[config.mk]
export PLATFORM = sky130hd
export DESIGN_NAME = phy_link_monitor
export DESIGN_NICKNAME = d
export VERILOG_FILES = /design/src/logic/phy_link_pkg.sv /design/src/logic/phy_link_monitor.sv
export VERILOG_INCLUDE_DIRS = /design/src /design/src/logic
export SDC_FILE = /design/constraint.sdc
export NUM_CORES = 1
export LEC_CHECK = 0
export BUFFER_PORTS_ARGS = -buffer_cell sky130_fd_sc_hd__buf_2
export CORE_MARGIN = 3
export CORE_UTILIZATION = 35
export CTS_CLUSTER_DIAMETER = 50
export DETAILED_ROUTE_END_ITERATION = 12
export PLACE_DENSITY = 0.53
export SYNTH_ARGS = -nofsm -noshare
export SYNTH_HDL_FRONTEND = slang
export SYNTH_SLANG_ARGS = --single-unit
[constraint.sdc]
create_clock -name clk_sys_in -period 1.97 [get_ports clk_sys_in]
set_input_delay 0.197 -clock clk_sys_in [delete_from_list [all_inputs] [get_ports clk_sys_in]]
set_output_delay 0.197 -clock clk_sys_in [all_outputs]
set_load 0.005 [all_outputs]
[src/logic/phy_link_consts.svh]
/*
 * Register fields and timing figures of the link monitor.
 * Assumes a 40 MHz clock; times become cycle counts here.
 */
//
// Overview of operation
// - Heartbeat collision pulse after each 10M packet
// - Jabber stops transmit, loopback, raises collision
// - Jabber state ends by itself after hold
// - Jabber disable bit turns protection off
// - Default criterion: link follows symbol error rate
// - 100M link loss restarts negotiation if enabled
// - Enhanced criterion: scrambler lock loss drops link
// - 10M sends link pulses; pulses enable transmit
// - Missing pulses fail link, restart negotiation
// - Link test disabled by bit or straps
// - 100M carrier sense from J/K to T/R
// - Idle without T/R: drop, one-cycle error
// - 10M carrier sense from preamble to end-of-frame
// - Data-free 11-bit scrambler, descrambler acquires on idle
// - Scrambler bypass also bypasses encoder, raw symbols
// - Eight inverted pulses or four markers invert
// - Long silence returns polarity to normal
// - Fiber uses NRZI at 100M, no signal-detect
// - Low supply disables transmit, sets status bit
// - Power save stops all but register access
// - Soft reset bit reloads straps, self-clears
// - Internal reset holds registers off after release
// - Half duplex carrier includes transmit activity
`ifndef PHY_LINK_CONSTS_SVH
`define PHY_LINK_CONSTS_SVH

`define CLK_MHZ 40
`define BIT_TIME_NS 100
`define BIT_TIME_CYC ((`BIT_TIME_NS * `CLK_MHZ + 999) / 1000)
`define HEARTBEAT_BT 10
`define HEARTBEAT_CYC (`HEARTBEAT_BT * `BIT_TIME_CYC)
`define JABBER_LIMIT_MS 20
`define JABBER_LIMIT_CYC (`JABBER_LIMIT_MS * 1000 * `CLK_MHZ)
`define JABBER_HOLD_MS 500
`define JABBER_HOLD_CYC (`JABBER_HOLD_MS * 1000 * `CLK_MHZ)
`define LOCK_LOSS_US 1500
`define LOCK_LOSS_CYC (`LOCK_LOSS_US * `CLK_MHZ)
`define POL_IDLE_MS 112
`define POL_IDLE_CYC (`POL_IDLE_MS * 1000 * `CLK_MHZ)
`define LINK_LOSS_MS 100
`define LINK_LOSS_CYC (`LINK_LOSS_MS * 1000 * `CLK_MHZ)
`define NLP_PERIOD_MS 16
`define NLP_PERIOD_CYC (`NLP_PERIOD_MS * 1000 * `CLK_MHZ)
`define INT_RESET_US 300
`define INT_RESET_CYC (`INT_RESET_US * `CLK_MHZ)
`define SOFT_RESET_CYC 16
`define NLP_TO_LINK 4
`define POL_PULSES 8
`define POL_MARKERS 4

`define REG_CTRL_IDX 0
`define REG_CFG_A_IDX 17
`define REG_CFG_B_IDX 19
`define REG_STATUS_IDX 20
`define CTRL_SOFT_RESET 15
`define CTRL_SPEED_100 13
`define CTRL_AUTONEG 12
`define CTRL_FULL_DUPLEX 8
`define CTRL_FIBER 7
`define CFG_A_ENH_LINK 2
`define CFG_A_BYPASS 0
`define CFG_B_HEARTBEAT 10
`define CFG_B_JABBER_OFF 9
`define CFG_B_LINKTEST_OFF 8
`define ST_LINK_UP 4
`define ST_POL_INV 3
`define ST_LOW_SUPPLY 2
`define ST_JABBER 1
`define ST_SPEED_100 0
`define CFG_A_RESET 32'h0000_0000
`define CFG_B_RESET 32'h0000_0000
`define SCR_SEED 11'h7ff

`endif

[src/logic/phy_link_pkg.sv]
/*
 * Types shared by the PHY link monitor.
 * Assumes the constants header is compiled alongside.
 */
package phy_link_pkg;
    typedef logic [24:0] cnt_t;
    typedef logic [4:0] sym_t;
    typedef struct packed {
        logic jk;
        logic tr;
        logic idle;
        logic preamble;
        logic eof;
        logic eof_inverted;
        logic link_pulse;
        logic link_pulse_inverted;
        logic data;
    } rx_evt_t;
    typedef enum logic {JAB_CLEAR, JAB_ACTIVE} jab_state_t;
    typedef enum logic [1:0] {LT_WAIT, LT_UP, LT_OFF} lt_state_t;
endpackage

[src/logic/phy_link_monitor.sv]
/*
 * Link monitor and reset control of a dual-speed PHY,
 * with APB registers.
 * Assumes same-clock receive events; async straps and fault pins.
 */
// Design decisions made here: the APB interface to the registers and the register addresses.
`timescale 1ns/1ps
`default_nettype none
`include "phy_link_consts.svh"
module phy_link_monitor import phy_link_pkg::*; #(
    parameter cnt_t JABBER_LIMIT = cnt_t'(`JABBER_LIMIT_CYC),
    parameter cnt_t JABBER_HOLD = cnt_t'(`JABBER_HOLD_CYC),
    parameter cnt_t LOCK_LOSS = cnt_t'(`LOCK_LOSS_CYC),
    parameter cnt_t POL_IDLE = cnt_t'(`POL_IDLE_CYC),
    parameter cnt_t LINK_LOSS = cnt_t'(`LINK_LOSS_CYC),
    parameter cnt_t NLP_PERIOD = cnt_t'(`NLP_PERIOD_CYC),
    parameter cnt_t INT_RESET = cnt_t'(`INT_RESET_CYC)
) (
    // Clock and reset
    input wire logic clk_sys_in,
    input wire logic rst_n_in,
    // APB slave
    input wire logic psel_in,
    input wire logic penable_in,
    input wire logic pwrite_in,
    input wire logic [11:0] paddr_in,
    input wire logic [31:0] pwdata_in,
    output logic [31:0] prdata_out,
    output logic pready_out,
    output logic pslverr_out,
    // Pins
    input wire logic power_save_input_in,
    input wire logic low_supply_in,
    input wire logic [4:0] multi_function_straps_in,
    input wire logic config_strap_zero_in,
    input wire logic config_strap_one_in,
    input wire logic duplex_strap_in,
    // Receive side events and symbols
    input wire rx_evt_t rx_evt_in,
    input wire logic symbol_good_in,
    input wire logic symbol_error_limit_in,
    input wire logic scrambler_locked_in,
    input wire sym_t rx_sym_in,
    // MAC transmit side
    input wire logic tx_en_in,
    input wire sym_t tx_sym_in,
    // Outputs
    output sym_t tx_sym_out,
    output sym_t rx_sym_out,
    output logic raw_symbol_mode_out,
    output logic tx_enable_out,
    output logic loopback_enable_out,
    output logic normal_link_pulse_out,
    output logic nrzi_enable_out,
    output logic crs_out,
    output logic col_out,
    output logic rx_er_out,
    output logic link_up_out,
    output logic autoneg_restart_out,
    output logic polarity_inverted_out,
    output logic internal_reset_out
);
    localparam logic [7:0] HB_CYC = 8'(`HEARTBEAT_CYC);
    localparam logic [4:0] SOFT_CYC = 5'(`SOFT_RESET_CYC);

    logic [9:0] pin_s1, pin_s2;
    always_ff @(posedge clk_sys_in) begin
        if (!rst_n_in) begin
            pin_s1 <= 10'h000;
            pin_s2 <= 10'h000;
        end else begin
            pin_s1 <= {power_save_input_in, low_supply_in, multi_function_straps_in,
                       config_strap_zero_in, config_strap_one_in, duplex_strap_in};
            pin_s2 <= pin_s1;
        end
    end
    logic power_save, low_supply, strap_autoneg, strap_config_strap_zero, strap_config_strap_one, strap_fde;
    assign power_save = pin_s2[9];
    assign low_supply = pin_s2[8];
    assign strap_autoneg = pin_s2[3];
    assign strap_config_strap_zero = pin_s2[2];
    assign strap_config_strap_one = pin_s2[1];
    assign strap_fde = pin_s2[0];

    cnt_t int_cnt;
    logic in_reset, soft_busy, reload;
    logic [4:0] soft_cnt;
    logic soft_req;
    always_ff @(posedge clk_sys_in) begin
        if (!rst_n_in) begin
            int_cnt <= '0;
            in_reset <= 1'b1;
        end else if (in_reset) begin
            int_cnt <= int_cnt + 25'd1;
            if (int_cnt == INT_RESET - 25'd1) in_reset <= 1'b0;
        end
    end
    always_ff @(posedge clk_sys_in) begin
        if (!rst_n_in) begin
            soft_cnt <= '0;
            soft_busy <= 1'b0;
        end else if (soft_req) begin
            soft_cnt <= '0;
            soft_busy <= 1'b1;
        end else if (soft_busy) begin
            soft_cnt <= soft_cnt + 5'd1;
            if (soft_cnt == SOFT_CYC - 5'd1) soft_busy <= 1'b0;
        end
    end
    assign reload = (in_reset && int_cnt == INT_RESET - 25'd1) || (soft_busy && soft_cnt == SOFT_CYC - 5'd1);
    logic func_rst;
    assign func_rst = in_reset || soft_busy || power_save;
    assign internal_reset_out = in_reset;

    logic autoneg_en, speed_100, full_duplex, fiber, enh_link, bypass;
    logic heartbeat_en, jabber_off, linktest_off;
    logic apb_wr, apb_rd, hit;
    logic [11:0] word_addr;
    assign word_addr = paddr_in >> 2;
    assign hit = word_addr == 12'(`REG_CTRL_IDX) || word_addr == 12'(`REG_CFG_A_IDX)
              || word_addr == 12'(`REG_CFG_B_IDX) || word_addr == 12'(`REG_STATUS_IDX);
    assign apb_wr = psel_in && penable_in && pwrite_in && hit && !in_reset;
    assign soft_req = apb_wr && word_addr == 12'(`REG_CTRL_IDX) && pwdata_in[`CTRL_SOFT_RESET];
    assign pready_out = 1'b1;
    assign pslverr_out = psel_in && penable_in && (!hit || in_reset);
    always_ff @(posedge clk_sys_in) begin
        if (!rst_n_in) begin
            autoneg_en <= 1'b0;
            speed_100 <= 1'b0;
            full_duplex <= 1'b0;
            fiber <= 1'b0;
        end else if (reload) begin
            autoneg_en <= strap_autoneg;
            speed_100 <= strap_config_strap_zero;
            full_duplex <= strap_fde;
            fiber <= 1'b0;
        end else if (apb_wr && word_addr == 12'(`REG_CTRL_IDX) && !soft_busy) begin
            autoneg_en <= pwdata_in[`CTRL_AUTONEG];
            speed_100 <= pwdata_in[`CTRL_SPEED_100] || pwdata_in[`CTRL_FIBER];
            full_duplex <= pwdata_in[`CTRL_FULL_DUPLEX];
            fiber <= pwdata_in[`CTRL_FIBER];
        end
    end
    always_ff @(posedge clk_sys_in) begin
        if (!rst_n_in || reload) begin
            enh_link <= 1'(`CFG_A_RESET >> `CFG_A_ENH_LINK);
            bypass <= 1'(`CFG_A_RESET >> `CFG_A_BYPASS);
        end else if (apb_wr && word_addr == 12'(`REG_CFG_A_IDX) && !soft_busy) begin
            enh_link <= pwdata_in[`CFG_A_ENH_LINK];
            bypass <= pwdata_in[`CFG_A_BYPASS];
        end
    end
    always_ff @(posedge clk_sys_in) begin
        if (!rst_n_in || reload) begin
            heartbeat_en <= 1'(`CFG_B_RESET >> `CFG_B_HEARTBEAT);
            jabber_off <= 1'(`CFG_B_RESET >> `CFG_B_JABBER_OFF);
            linktest_off <= 1'(`CFG_B_RESET >> `CFG_B_LINKTEST_OFF);
        end else if (apb_wr && word_addr == 12'(`REG_CFG_B_IDX) && !soft_busy) begin
            heartbeat_en <= pwdata_in[`CFG_B_HEARTBEAT];
            jabber_off <= pwdata_in[`CFG_B_JABBER_OFF];
            linktest_off <= pwdata_in[`CFG_B_LINKTEST_OFF];
        end
    end

    jab_state_t jab_state;
    cnt_t jab_cnt;
    logic tx_en_d;
    logic [7:0] hb_cnt;
    logic ten_mode;
    assign ten_mode = !speed_100 && !fiber;
    always_ff @(posedge clk_sys_in) begin
        if (!rst_n_in || func_rst || jabber_off || !ten_mode) begin
            jab_state <= JAB_CLEAR;
            jab_cnt <= '0;
        end else begin
            case (jab_state)
                JAB_CLEAR: begin
                    jab_cnt <= tx_en_in ? jab_cnt + 25'd1 : '0;
                    if (tx_en_in && jab_cnt == JABBER_LIMIT - 25'd1) begin
                        jab_state <= JAB_ACTIVE;
                        jab_cnt <= '0;
                    end
                end
                JAB_ACTIVE: begin
                    jab_cnt <= jab_cnt + 25'd1;
                    if (jab_cnt == JABBER_HOLD - 25'd1) begin
                        jab_state <= JAB_CLEAR;
                        jab_cnt <= '0;
                    end
                end
                default: jab_state <= JAB_CLEAR;
            endcase
        end
    end
    always_ff @(posedge clk_sys_in) begin
        if (!rst_n_in || func_rst) begin
            tx_en_d <= 1'b0;
            hb_cnt <= '0;
        end else begin
            tx_en_d <= tx_en_in;
            if (tx_en_d && !tx_en_in && heartbeat_en && ten_mode) hb_cnt <= HB_CYC;
            else if (hb_cnt != 8'd0) hb_cnt <= hb_cnt - 8'd1;
        end
    end

    logic link100, lock_lost_long;
    cnt_t lock_cnt;
    logic enh_active;
    assign enh_active = enh_link && !bypass;
    always_ff @(posedge clk_sys_in) begin
        if (!rst_n_in || func_rst || scrambler_locked_in) lock_cnt <= '0;
        else if (lock_cnt != LOCK_LOSS) lock_cnt <= lock_cnt + 25'd1;
    end
    assign lock_lost_long = enh_active && lock_cnt == LOCK_LOSS;
    always_ff @(posedge clk_sys_in) begin
        if (!rst_n_in || func_rst || !speed_100) link100 <= 1'b0;
        else if (link100 && (lock_lost_long || (!enh_active && symbol_error_limit_in))) link100 <= 1'b0;
        else if (!link100 && symbol_good_in && !lock_lost_long) link100 <= 1'b1;
    end

    lt_state_t lt_state;
    logic [2:0] nlp_cnt;
    cnt_t silence_cnt;
    logic lt_disabled, link10;
    assign lt_disabled = linktest_off || (!strap_autoneg && strap_config_strap_one);
    always_ff @(posedge clk_sys_in) begin
        if (!rst_n_in || func_rst || !ten_mode) begin
            lt_state <= LT_WAIT;
            nlp_cnt <= '0;
            silence_cnt <= '0;
        end else begin
            silence_cnt <= (rx_evt_in.link_pulse || rx_evt_in.data) ? '0 : silence_cnt + 25'd1;
            case (lt_state)
                LT_WAIT: begin
                    if (lt_disabled) lt_state <= LT_OFF;
                    else if (rx_evt_in.link_pulse) begin
                        nlp_cnt <= nlp_cnt + 3'd1;
                        if (nlp_cnt == 3'(`NLP_TO_LINK - 1)) lt_state <= LT_UP;
                    end else if (silence_cnt == LINK_LOSS) nlp_cnt <= '0;
                end
                LT_UP: begin
                    if (lt_disabled) lt_state <= LT_OFF;
                    else if (silence_cnt == LINK_LOSS) begin
                        lt_state <= LT_WAIT;
                        nlp_cnt <= '0;
                    end
                end
                LT_OFF: if (!lt_disabled) lt_state <= LT_WAIT;
                default: lt_state <= LT_WAIT;
            endcase
        end
    end
    assign link10 = lt_state != LT_WAIT;

    logic link_now, link_q;
    assign link_now = speed_100 ? link100 : link10;
    always_ff @(posedge clk_sys_in) begin
        if (!rst_n_in || func_rst) begin
            link_q <= 1'b0;
            autoneg_restart_out <= 1'b0;
        end else begin
            link_q <= link_now;
            autoneg_restart_out <= link_q && !link_now && autoneg_en;
        end
    end
    assign link_up_out = link_q;

    cnt_t nlp_timer;
    always_ff @(posedge clk_sys_in) begin
        if (!rst_n_in || func_rst || !ten_mode) begin
            nlp_timer <= '0;
            normal_link_pulse_out <= 1'b0;
        end else begin
            nlp_timer <= (nlp_timer == NLP_PERIOD - 25'd1) ? '0 : nlp_timer + 25'd1;
            normal_link_pulse_out <= nlp_timer == NLP_PERIOD - 25'd1 && !low_supply;
        end
    end

    logic rx_crs;
    always_ff @(posedge clk_sys_in) begin
        if (!rst_n_in || func_rst) begin
            rx_crs <= 1'b0;
            rx_er_out <= 1'b0;
        end else if (speed_100) begin
            rx_er_out <= rx_crs && rx_evt_in.idle && !rx_evt_in.tr;
            if (rx_evt_in.tr || rx_evt_in.idle) rx_crs <= 1'b0;
            else if (rx_evt_in.jk) rx_crs <= 1'b1;
        end else begin
            rx_er_out <= 1'b0;
            if (rx_evt_in.eof) rx_crs <= 1'b0;
            else if (rx_evt_in.preamble) rx_crs <= 1'b1;
        end
    end
    assign crs_out = rx_crs || (!full_duplex && tx_en_in && !func_rst);
    assign col_out = (jab_state == JAB_ACTIVE) || hb_cnt != 8'd0;

    logic [3:0] pol_pulses;
    logic [2:0] pol_markers;
    cnt_t pol_silence;
    always_ff @(posedge clk_sys_in) begin
        if (!rst_n_in || func_rst) begin
            pol_pulses <= '0;
            pol_markers <= '0;
            pol_silence <= '0;
            polarity_inverted_out <= 1'b0;
        end else begin
            pol_silence <= (rx_evt_in.link_pulse || rx_evt_in.link_pulse_inverted || rx_evt_in.data)
                ? '0 : pol_silence + 25'd1;
            if (rx_evt_in.link_pulse_inverted) pol_pulses <= pol_pulses + 4'd1;
            else if (rx_evt_in.link_pulse) pol_pulses <= '0;
            if (rx_evt_in.eof_inverted) pol_markers <= pol_markers + 3'd1;
            else if (rx_evt_in.eof) pol_markers <= '0;
            if (pol_silence == POL_IDLE - 25'd1) begin
                polarity_inverted_out <= 1'b0;
                pol_pulses <= '0;
                pol_markers <= '0;
            end else if ((rx_evt_in.link_pulse_inverted && pol_pulses == 4'(`POL_PULSES - 1))
                || (rx_evt_in.eof_inverted && pol_markers == 3'(`POL_MARKERS - 1))) begin
                polarity_inverted_out <= 1'b1;
                pol_pulses <= '0;
                pol_markers <= '0;
            end
        end
    end

    // x^11 + x^9 + 1, five steps per symbol
    function automatic logic [15:0] lfsr5(input logic [10:0] s);
        logic [10:0] st;
        logic [4:0] key;
        st = s;
        key = '0;
        for (int i = 0; i < 5; i++) begin
            key[i] = st[10] ^ st[8];
            st = {st[9:0], key[i]};
        end
        return {st, key};
    endfunction
    logic [10:0] scr, dscr;
    logic [15:0] scr_nx, dscr_nx;
    assign scr_nx = lfsr5(scr);
    assign dscr_nx = lfsr5(dscr);
    always_ff @(posedge clk_sys_in) begin
        if (!rst_n_in || func_rst) scr <= `SCR_SEED;
        else scr <= scr_nx[15:5];
    end
    always_ff @(posedge clk_sys_in) begin
        if (!rst_n_in || func_rst) dscr <= `SCR_SEED;
        else if (rx_evt_in.idle) dscr <= {dscr[5:0], ~rx_sym_in};
        else dscr <= dscr_nx[15:5];
    end
    logic tx_allowed;
    assign tx_allowed = !func_rst && !low_supply && jab_state != JAB_ACTIVE
                     && (speed_100 || link10);
    always_ff @(posedge clk_sys_in) begin
        if (!rst_n_in || func_rst) begin
            tx_sym_out <= '0;
            rx_sym_out <= '0;
        end else begin
            tx_sym_out <= !tx_allowed ? '0 : (bypass || fiber || !speed_100) ? tx_sym_in
                          : tx_sym_in ^ scr_nx[4:0];
            rx_sym_out <= (bypass || fiber || !speed_100) ? rx_sym_in : rx_sym_in ^ dscr_nx[4:0];
        end
    end
    assign raw_symbol_mode_out = bypass;
    assign tx_enable_out = tx_allowed;
    assign loopback_enable_out = !func_rst && jab_state != JAB_ACTIVE;
    assign nrzi_enable_out = fiber && speed_100 && !func_rst;

    logic [31:0] rd_mux;
    always_comb begin
        rd_mux = 32'h0000_0000;
        if (word_addr == 12'(`REG_CTRL_IDX)) begin
            rd_mux[`CTRL_SOFT_RESET] = soft_busy;
            rd_mux[`CTRL_SPEED_100] = speed_100;
            rd_mux[`CTRL_AUTONEG] = autoneg_en;
            rd_mux[`CTRL_FULL_DUPLEX] = full_duplex;
            rd_mux[`CTRL_FIBER] = fiber;
        end else if (word_addr == 12'(`REG_CFG_A_IDX)) begin
            rd_mux[`CFG_A_ENH_LINK] = enh_link;
            rd_mux[`CFG_A_BYPASS] = bypass;
        end else if (word_addr == 12'(`REG_CFG_B_IDX)) begin
            rd_mux[`CFG_B_HEARTBEAT] = heartbeat_en;
            rd_mux[`CFG_B_JABBER_OFF] = jabber_off;
            rd_mux[`CFG_B_LINKTEST_OFF] = linktest_off;
        end else if (word_addr == 12'(`REG_STATUS_IDX)) begin
            rd_mux[`ST_LINK_UP] = link_q;
            rd_mux[`ST_POL_INV] = polarity_inverted_out;
            rd_mux[`ST_LOW_SUPPLY] = low_supply;
            rd_mux[`ST_JABBER] = jab_state == JAB_ACTIVE;
            rd_mux[`ST_SPEED_100] = speed_100;
        end
    end
    assign apb_rd = psel_in && !penable_in && !pwrite_in;
    always_ff @(posedge clk_sys_in) begin
        if (!rst_n_in) prdata_out <= 32'h0000_0000;
        else if (apb_rd) prdata_out <= in_reset ? 32'h0000_0000 : rd_mux;
    end
endmodule
`default_nettype wire

Word-level counts from Yosys, hierarchy flattened
Index checks and enable logic that the tools add are counted.

cells by class
  add/sub/neg operators = 11
  equality and inequality tests = 24
  multiplexer cells = 60
  bitwise logic cells = 17
  reductions and logical operators = 114

operators with widths
  kind                                                    count
  adder 25 x 1 -> 25 bit (second input constant)          6
  2-to-1 mux 25 bit                                       3
  equality test 25 x 20 -> 1 bit (second input constant)  2
  one-hot mux 25 bit (2 select lines)                     1
  logical AND 1 bit                                       43
  equality test 10 x 5 -> 1 bit (second input constant)   3
  2-to-1 mux 5 bit                                        6
  logical OR 1 bit                                        27
  equality test 25 x 14 -> 1 bit (second input constant)  1
  equality test 25 x 16 -> 1 bit (second input constant)  1
  equality test 25 x 22 -> 1 bit (second input constant)  1
  equality test 25 x 23 -> 1 bit (second input constant)  1
  equality test 25 bit (second input constant)            1
  2-to-1 mux 1 bit                                        25
  != test 25 x 16 -> 1 bit (second input constant)        1
  2-to-1 mux 3 bit                                        8
  logical NOT 1 bit                                       20
  OR reduction 2 bit                                      10
  2-to-1 mux 2 bit                                        9
  2-to-1 mux 16 bit                                       1
  logical NOT 12 bit                                      1
  2-to-1 mux 6 bit                                        2
  nonzero test 2 bit                                      6
  XOR 1 bit                                               10
  26 further kinds                                        37

word-level totals
  bits in registers = 279
  bits of input ports = 82
  output and inout port bits = 56
  word-level logic and storage cells = 266

Longest topological paths before layout
  depth after elaboration = 10
  depth in mapped cells = 9
  mapped depth without buffers = 7

Least setup slack after synthesis
OpenSTA, ideal clock, no wires.

  kind = register to register
  start point = register int_cnt[8]
  end point = register heartbeat_en
  library setup time = 122 ps
  arrival = 1883 ps
  required time = 1848 ps
  path slack = -35 ps
  stages on the path, launching flop included = 8
  path buffers = 2
  period minus slack after synthesis = 2005 ps
  path through = dfxtp_1 buf_6 or4_1 or4_4 o21ai_4 or2_2 buf_4 a21oi_1

between the ends
  word-level cells in the longest chain between the ends = 4

ends and longest elaborated chain
  item                            RTL line                 text
  from (decl)                     phy_link_monitor.sv:85   cnt_t int_cnt;
  from (signal assigned)          phy_link_monitor.sv:94   int_cnt <= int_cnt + 25'd1;
  equality test 25 x 14 -> 1 bit  phy_link_monitor.sv:110  assign reload = (in_reset && int_cnt == INT_RESET - 25'd1) || (soft_busy && soft_cnt == SOFT_CYC - 5'd1);
  logical AND 1 bit               phy_link_monitor.sv:110
  logical OR 1 bit                phy_link_monitor.sv:110
  logical OR 1 bit                phy_link_monitor.sv:154  if (!rst_n_in || reload) begin
  to (signal assigned)            phy_link_monitor.sv:155  heartbeat_en <= 1'(`CFG_B_RESET >> `CFG_B_HEARTBEAT);
  to (signal assigned)            phy_link_monitor.sv:159  heartbeat_en <= pwdata_in[`CFG_B_HEARTBEAT];
  to (decl)                       phy_link_monitor.sv:116  logic heartbeat_en, jabber_off, linktest_off;

No other way between the ends.
A chain may end at the register's enable or synchronous reset.

Worst setup path after layout
  start point = register hb_cnt[6]
  end point = output port col_out

between the ends
  word-level cells in the longest chain between the ends = 2

ends and longest elaborated chain
  item                    RTL line                 text
  from (decl)             phy_link_monitor.sv:168  logic [7:0] hb_cnt;
  from (signal assigned)  phy_link_monitor.sv:202  else if (hb_cnt != 8'd0) hb_cnt <= hb_cnt - 8'd1;
  nonzero test 8 bit      phy_link_monitor.sv:295  assign col_out = (jab_state == JAB_ACTIVE) || hb_cnt != 8'd0;
  logical OR 1 bit        phy_link_monitor.sv:295
  to (decl)               phy_link_monitor.sv:56   output logic col_out,

No other way between the ends.

==> impl_metrics.tcl <==
set metrics [dict create \
    status "complete, but fails checks" \
    violations "hold timing, setup timing" \
    max-cap-violations 0 \
    worst_clock_skew_ns 0.02151 \
    gr-total-overflow 0 \
    start_kind "register" \
    grt_usage_pct 15.59 \
    yosys_warnings 0 \
    maxSlewViolCount 0 \
    whs_ns -0.01119 \
    vdd_drop_max_v 0.0006153 \
    crit_path_max_incr_delay_ns 0.53 \
    p_comb_share_pct 2.2 \
    required_ns 1.77 \
    drcViolationCount 0 \
    reg2reg_slack_ns -0.08 \
    final_util_pct 46.07 \
    criticalPathCategory "register to output pin" \
    path_cells "or4_4 -> or3_4 -> or2_4 -> buf_6" \
    drive_above_1_share_pct 18.58 \
    viasPerCell 4.868 \
    p_int_w 0.009239 \
    holdCritPathClass "input pin to register" \
    die-area_sq_um 33130 \
    cpLargestDelayFamily "simple AND/OR/NAND/NOR gates" \
    switching_share_pct 20.62 \
    num_rows 63 \
    clk_pin_slew_ns 0.06 \
    reg2reg_from "int_cnt[24]" \
    critPathCaptureType "output pin" \
    clk_latency_ns 0.56 \
    io_pins 138 \
    crit_arrival_ns 2.12 \
    synth.distinct_cells 57 \
    routed_wl_um 26760 \
    die_y_um 182.0 \
    min_path_cells 3 \
    yosys.area.top_type "dfxtp_1" \
    grt_pass1_wl_um 43170 \
    yosysTopAreaCellShare_pct 46.34 \
    io_buffers 87 \
    worst_pin_slew_ns 0.5395 \
    slowest_stage "or4_4" \
    setup_violations 11 \
    r2r_end "speed_100" \
    wl_per_cell_um 14.50 \
    reg2reg_depth 6 \
    finalCriticalPeriod_ns 2.322 \
    p_leak_nw 4.987 \
    min_period_over_period_pct 117.8 \
    power_frac_seq_pct 43.8 \
    ctsLongestPathBuffers 3 \
    initial_core_util_pct 36.01 \
    drt_iter0_drc 472 \
    synth_edf_count 0 \
    vias 8981 \
    die_w_um 182.0 \
    cts-root-buf "clkbuf_16" \
    area_growth_pct 27.95 \
    fmax_mhz 430.8 \
    htree_levels 1 \
    fin_nets 1527 \
    rsz0062_at_grt "yes" \
    cts_buffers 30 \
    clock_sinks 251 \
    ys_ff_latch 251 \
    grt_pass1_vias 8534 \
    antenna_found_initial 2 \
    dr.pass1.iters 6 \
    crit_path_max_fanout 2 \
    netlist_instances 1239 \
    pwr_density_cell_nw_per_um2 839.0 \
    power.total_w 0.01164 \
    fin_ws_ns -0.3515 \
    synth.area.top_cells "dfxtp_1 46%, xor2_1 8.5%, nor2_1 7.1%" \
    detailed_place_hpwl_um 18900 \
    cp_num_buf_inv 1 \
    ys.flop_type "dfxtp_1" \
    cts_tree "yes" \
    ys_seq_area_share_pct 46.34 \
    clockPowerShare_pct 54.0 \
    syn_area_sq_um 10840 \
    synth_async_sr_flop_share_pct 0 \
    switchingPower_w 0.002400 \
    core-area_sq_um 30110 \
    final_hold_viol_count 1 \
    ant_nets 0 \
    hp-start "pwdata_in[12]" \
    grt_max_degree 34 \
    final.setup.tns_ns -0.8048 \
    fillers 2977 \
    avgSynthCellArea_sq_um 8.751 \
    hold_end "autoneg_en" \
    slew_headroom_pct 63.52 \
    place_congestion 0.7766 \
]
## synthesized netlist by cell type (all sizes together), types with 17 or more instances
master	count
a21oi	37
nand2	94
nor3	39
o21ai	30
xnor2	50
dfxtp	251
or3	18
buf	31
xor2	105
nand4	55
nand3	62
and2	19
clkbuf	32
nor2	205
and3	17
inv	31
nand2b	23
nor4	28
## sequential cells by signal, indices dropped and copies added, names as in the netlist, 4 cells and up
name,count
int_cnt,25
jab_cnt,25
lock_cnt,25
nlp_timer,25
pol_silence,25
silence_cnt,25
prdata_out,12
dscr,11
scr,11
hb_cnt,8
pin_s1,6
pin_s2,6
rx_sym_out,5
soft_cnt,5
tx_sym_out,5
pol_pulses,4
## worst max path at each step
stage,to,startpoint,slack [ns],cells after the start
final,col_out,hb_cnt[6],-0.35,4
after CTS,col_out,hb_cnt[6],-0.42,4
after detailed placement,jab_cnt[2],jab_cnt[22],-0.02,6
after global placement,full_duplex,int_cnt[14],-0.004,5
after floorplan,jab_cnt[16],jab_cnt[21],0.02,8
after global routing,col_out,hb_cnt[6],-0.41,4
## cells by family (layout without fill, tap and decap cells)
family | count (synthesis) | in the layout | share of synthesized area (%)
compound gates | 100 | 100 | 5.620
xor+xnor | 155 | 155 | 12.52
other cells | 2 | 23 | 0.06926
mux | 9 | 9 | 0.8424
buf+inv | 94 | 289 | 4.339
simple gates | 612 | 612 | 28.42
fa+ha+maj | 16 | 16 | 1.846
flops | 251 | 251 | 46.34
## per-layer routing
metal	up-vias	part of all wire, %	global-route usage, %
met4	0	2.0	3.534
met2	116	46	25.85
li1	4601	-	-
met3	41	3.8	2.885
met1	4223	48	21.13
met5	-	0	0
## through the flow
step,hold slack [ns],std cells,setup WS (ns),instance area (sq um)
after floorplan,0.2737,1258,0.01554,10920
after global placement,0.3877,1742,-0.003684,12050
after detailed placement,0.3956,1742,-0.01852,12050
after CTS,0.008336,1837,-0.4205,13660
after global routing,0.009383,1845,-0.4101,13870
final,-0.01119,1845,-0.3515,13870
## layout by cell type (no fill, tap or decap), types with 7 or more instances in the layout
cell type	n
clkbuf_16	31
nor2_2	10
nor4_1	26
and3_1	17
buf_2	85
conb_1	21
buf_4	70
nand3_1	62
o21ai_0	29
bufinv_16	7
dlygate4sd3_1	32
a21oi_1	32
nand4_1	55
dfxtp_1	245
nor3_1	38
nand2_1	93
ha_1	15
and4_1	15
inv_1	31
and2_1	19
nor2_1	193
clkbuf_8	8
xor2_1	105
buf_6	8
mux2i_1	8
or3_1	16
nand2b_1	23
xnor2_1	50
a22oi_1	12
## worst register-to-register path, stage by stage (launching register included)
cell     delay [ns]
dfxtp_2        0.32
or4_4          0.52
or4_4          0.52
o21ai_4        0.28
buf_6          0.14
a211o_1        0.09
a21oi_1        0.06
## what timing repair did
item                                   4_1_cts  5_1_grt
hold buffers                                32        0
setup buffers                                6        5
pin swaps                                    3       13
setup endpoints to repair                   23       31
gates resized for setup                     14       41
cloned                                       1        1
endpoints found under the hold margin       35        0
## power groups by stage
stage,logic [W],clock network [W],registers [W]
6_report,0.000255,0.00628,0.00510
5_1_grt,0.000280,0.00666,0.00510
4_1_cts,0.000255,0.00643,0.00510
3_5_place_dp,0.000205,0,0.00521
3_3_place_gp,0.000205,0,0.00521
2_1_floorplan,0.000125,0,0.00521
## final cells by class
cell class | instances | area, sq um | area share [%]
antenna | 2 | 5.005 | 0.03608
clock buffer | 40 | 868.3 | 6.259
clock inverter | 16 | 286.5 | 2.065
inverter | 31 | 116.4 | 0.8387
multi-input combinational | 913 | 5555 | 40.04
sequential | 251 | 5035 | 36.29
tap | 390 | 488.0 | 3.517
timing repair buffer | 202 | 1519 | 10.95
Power figures use the tool's default switching activity.
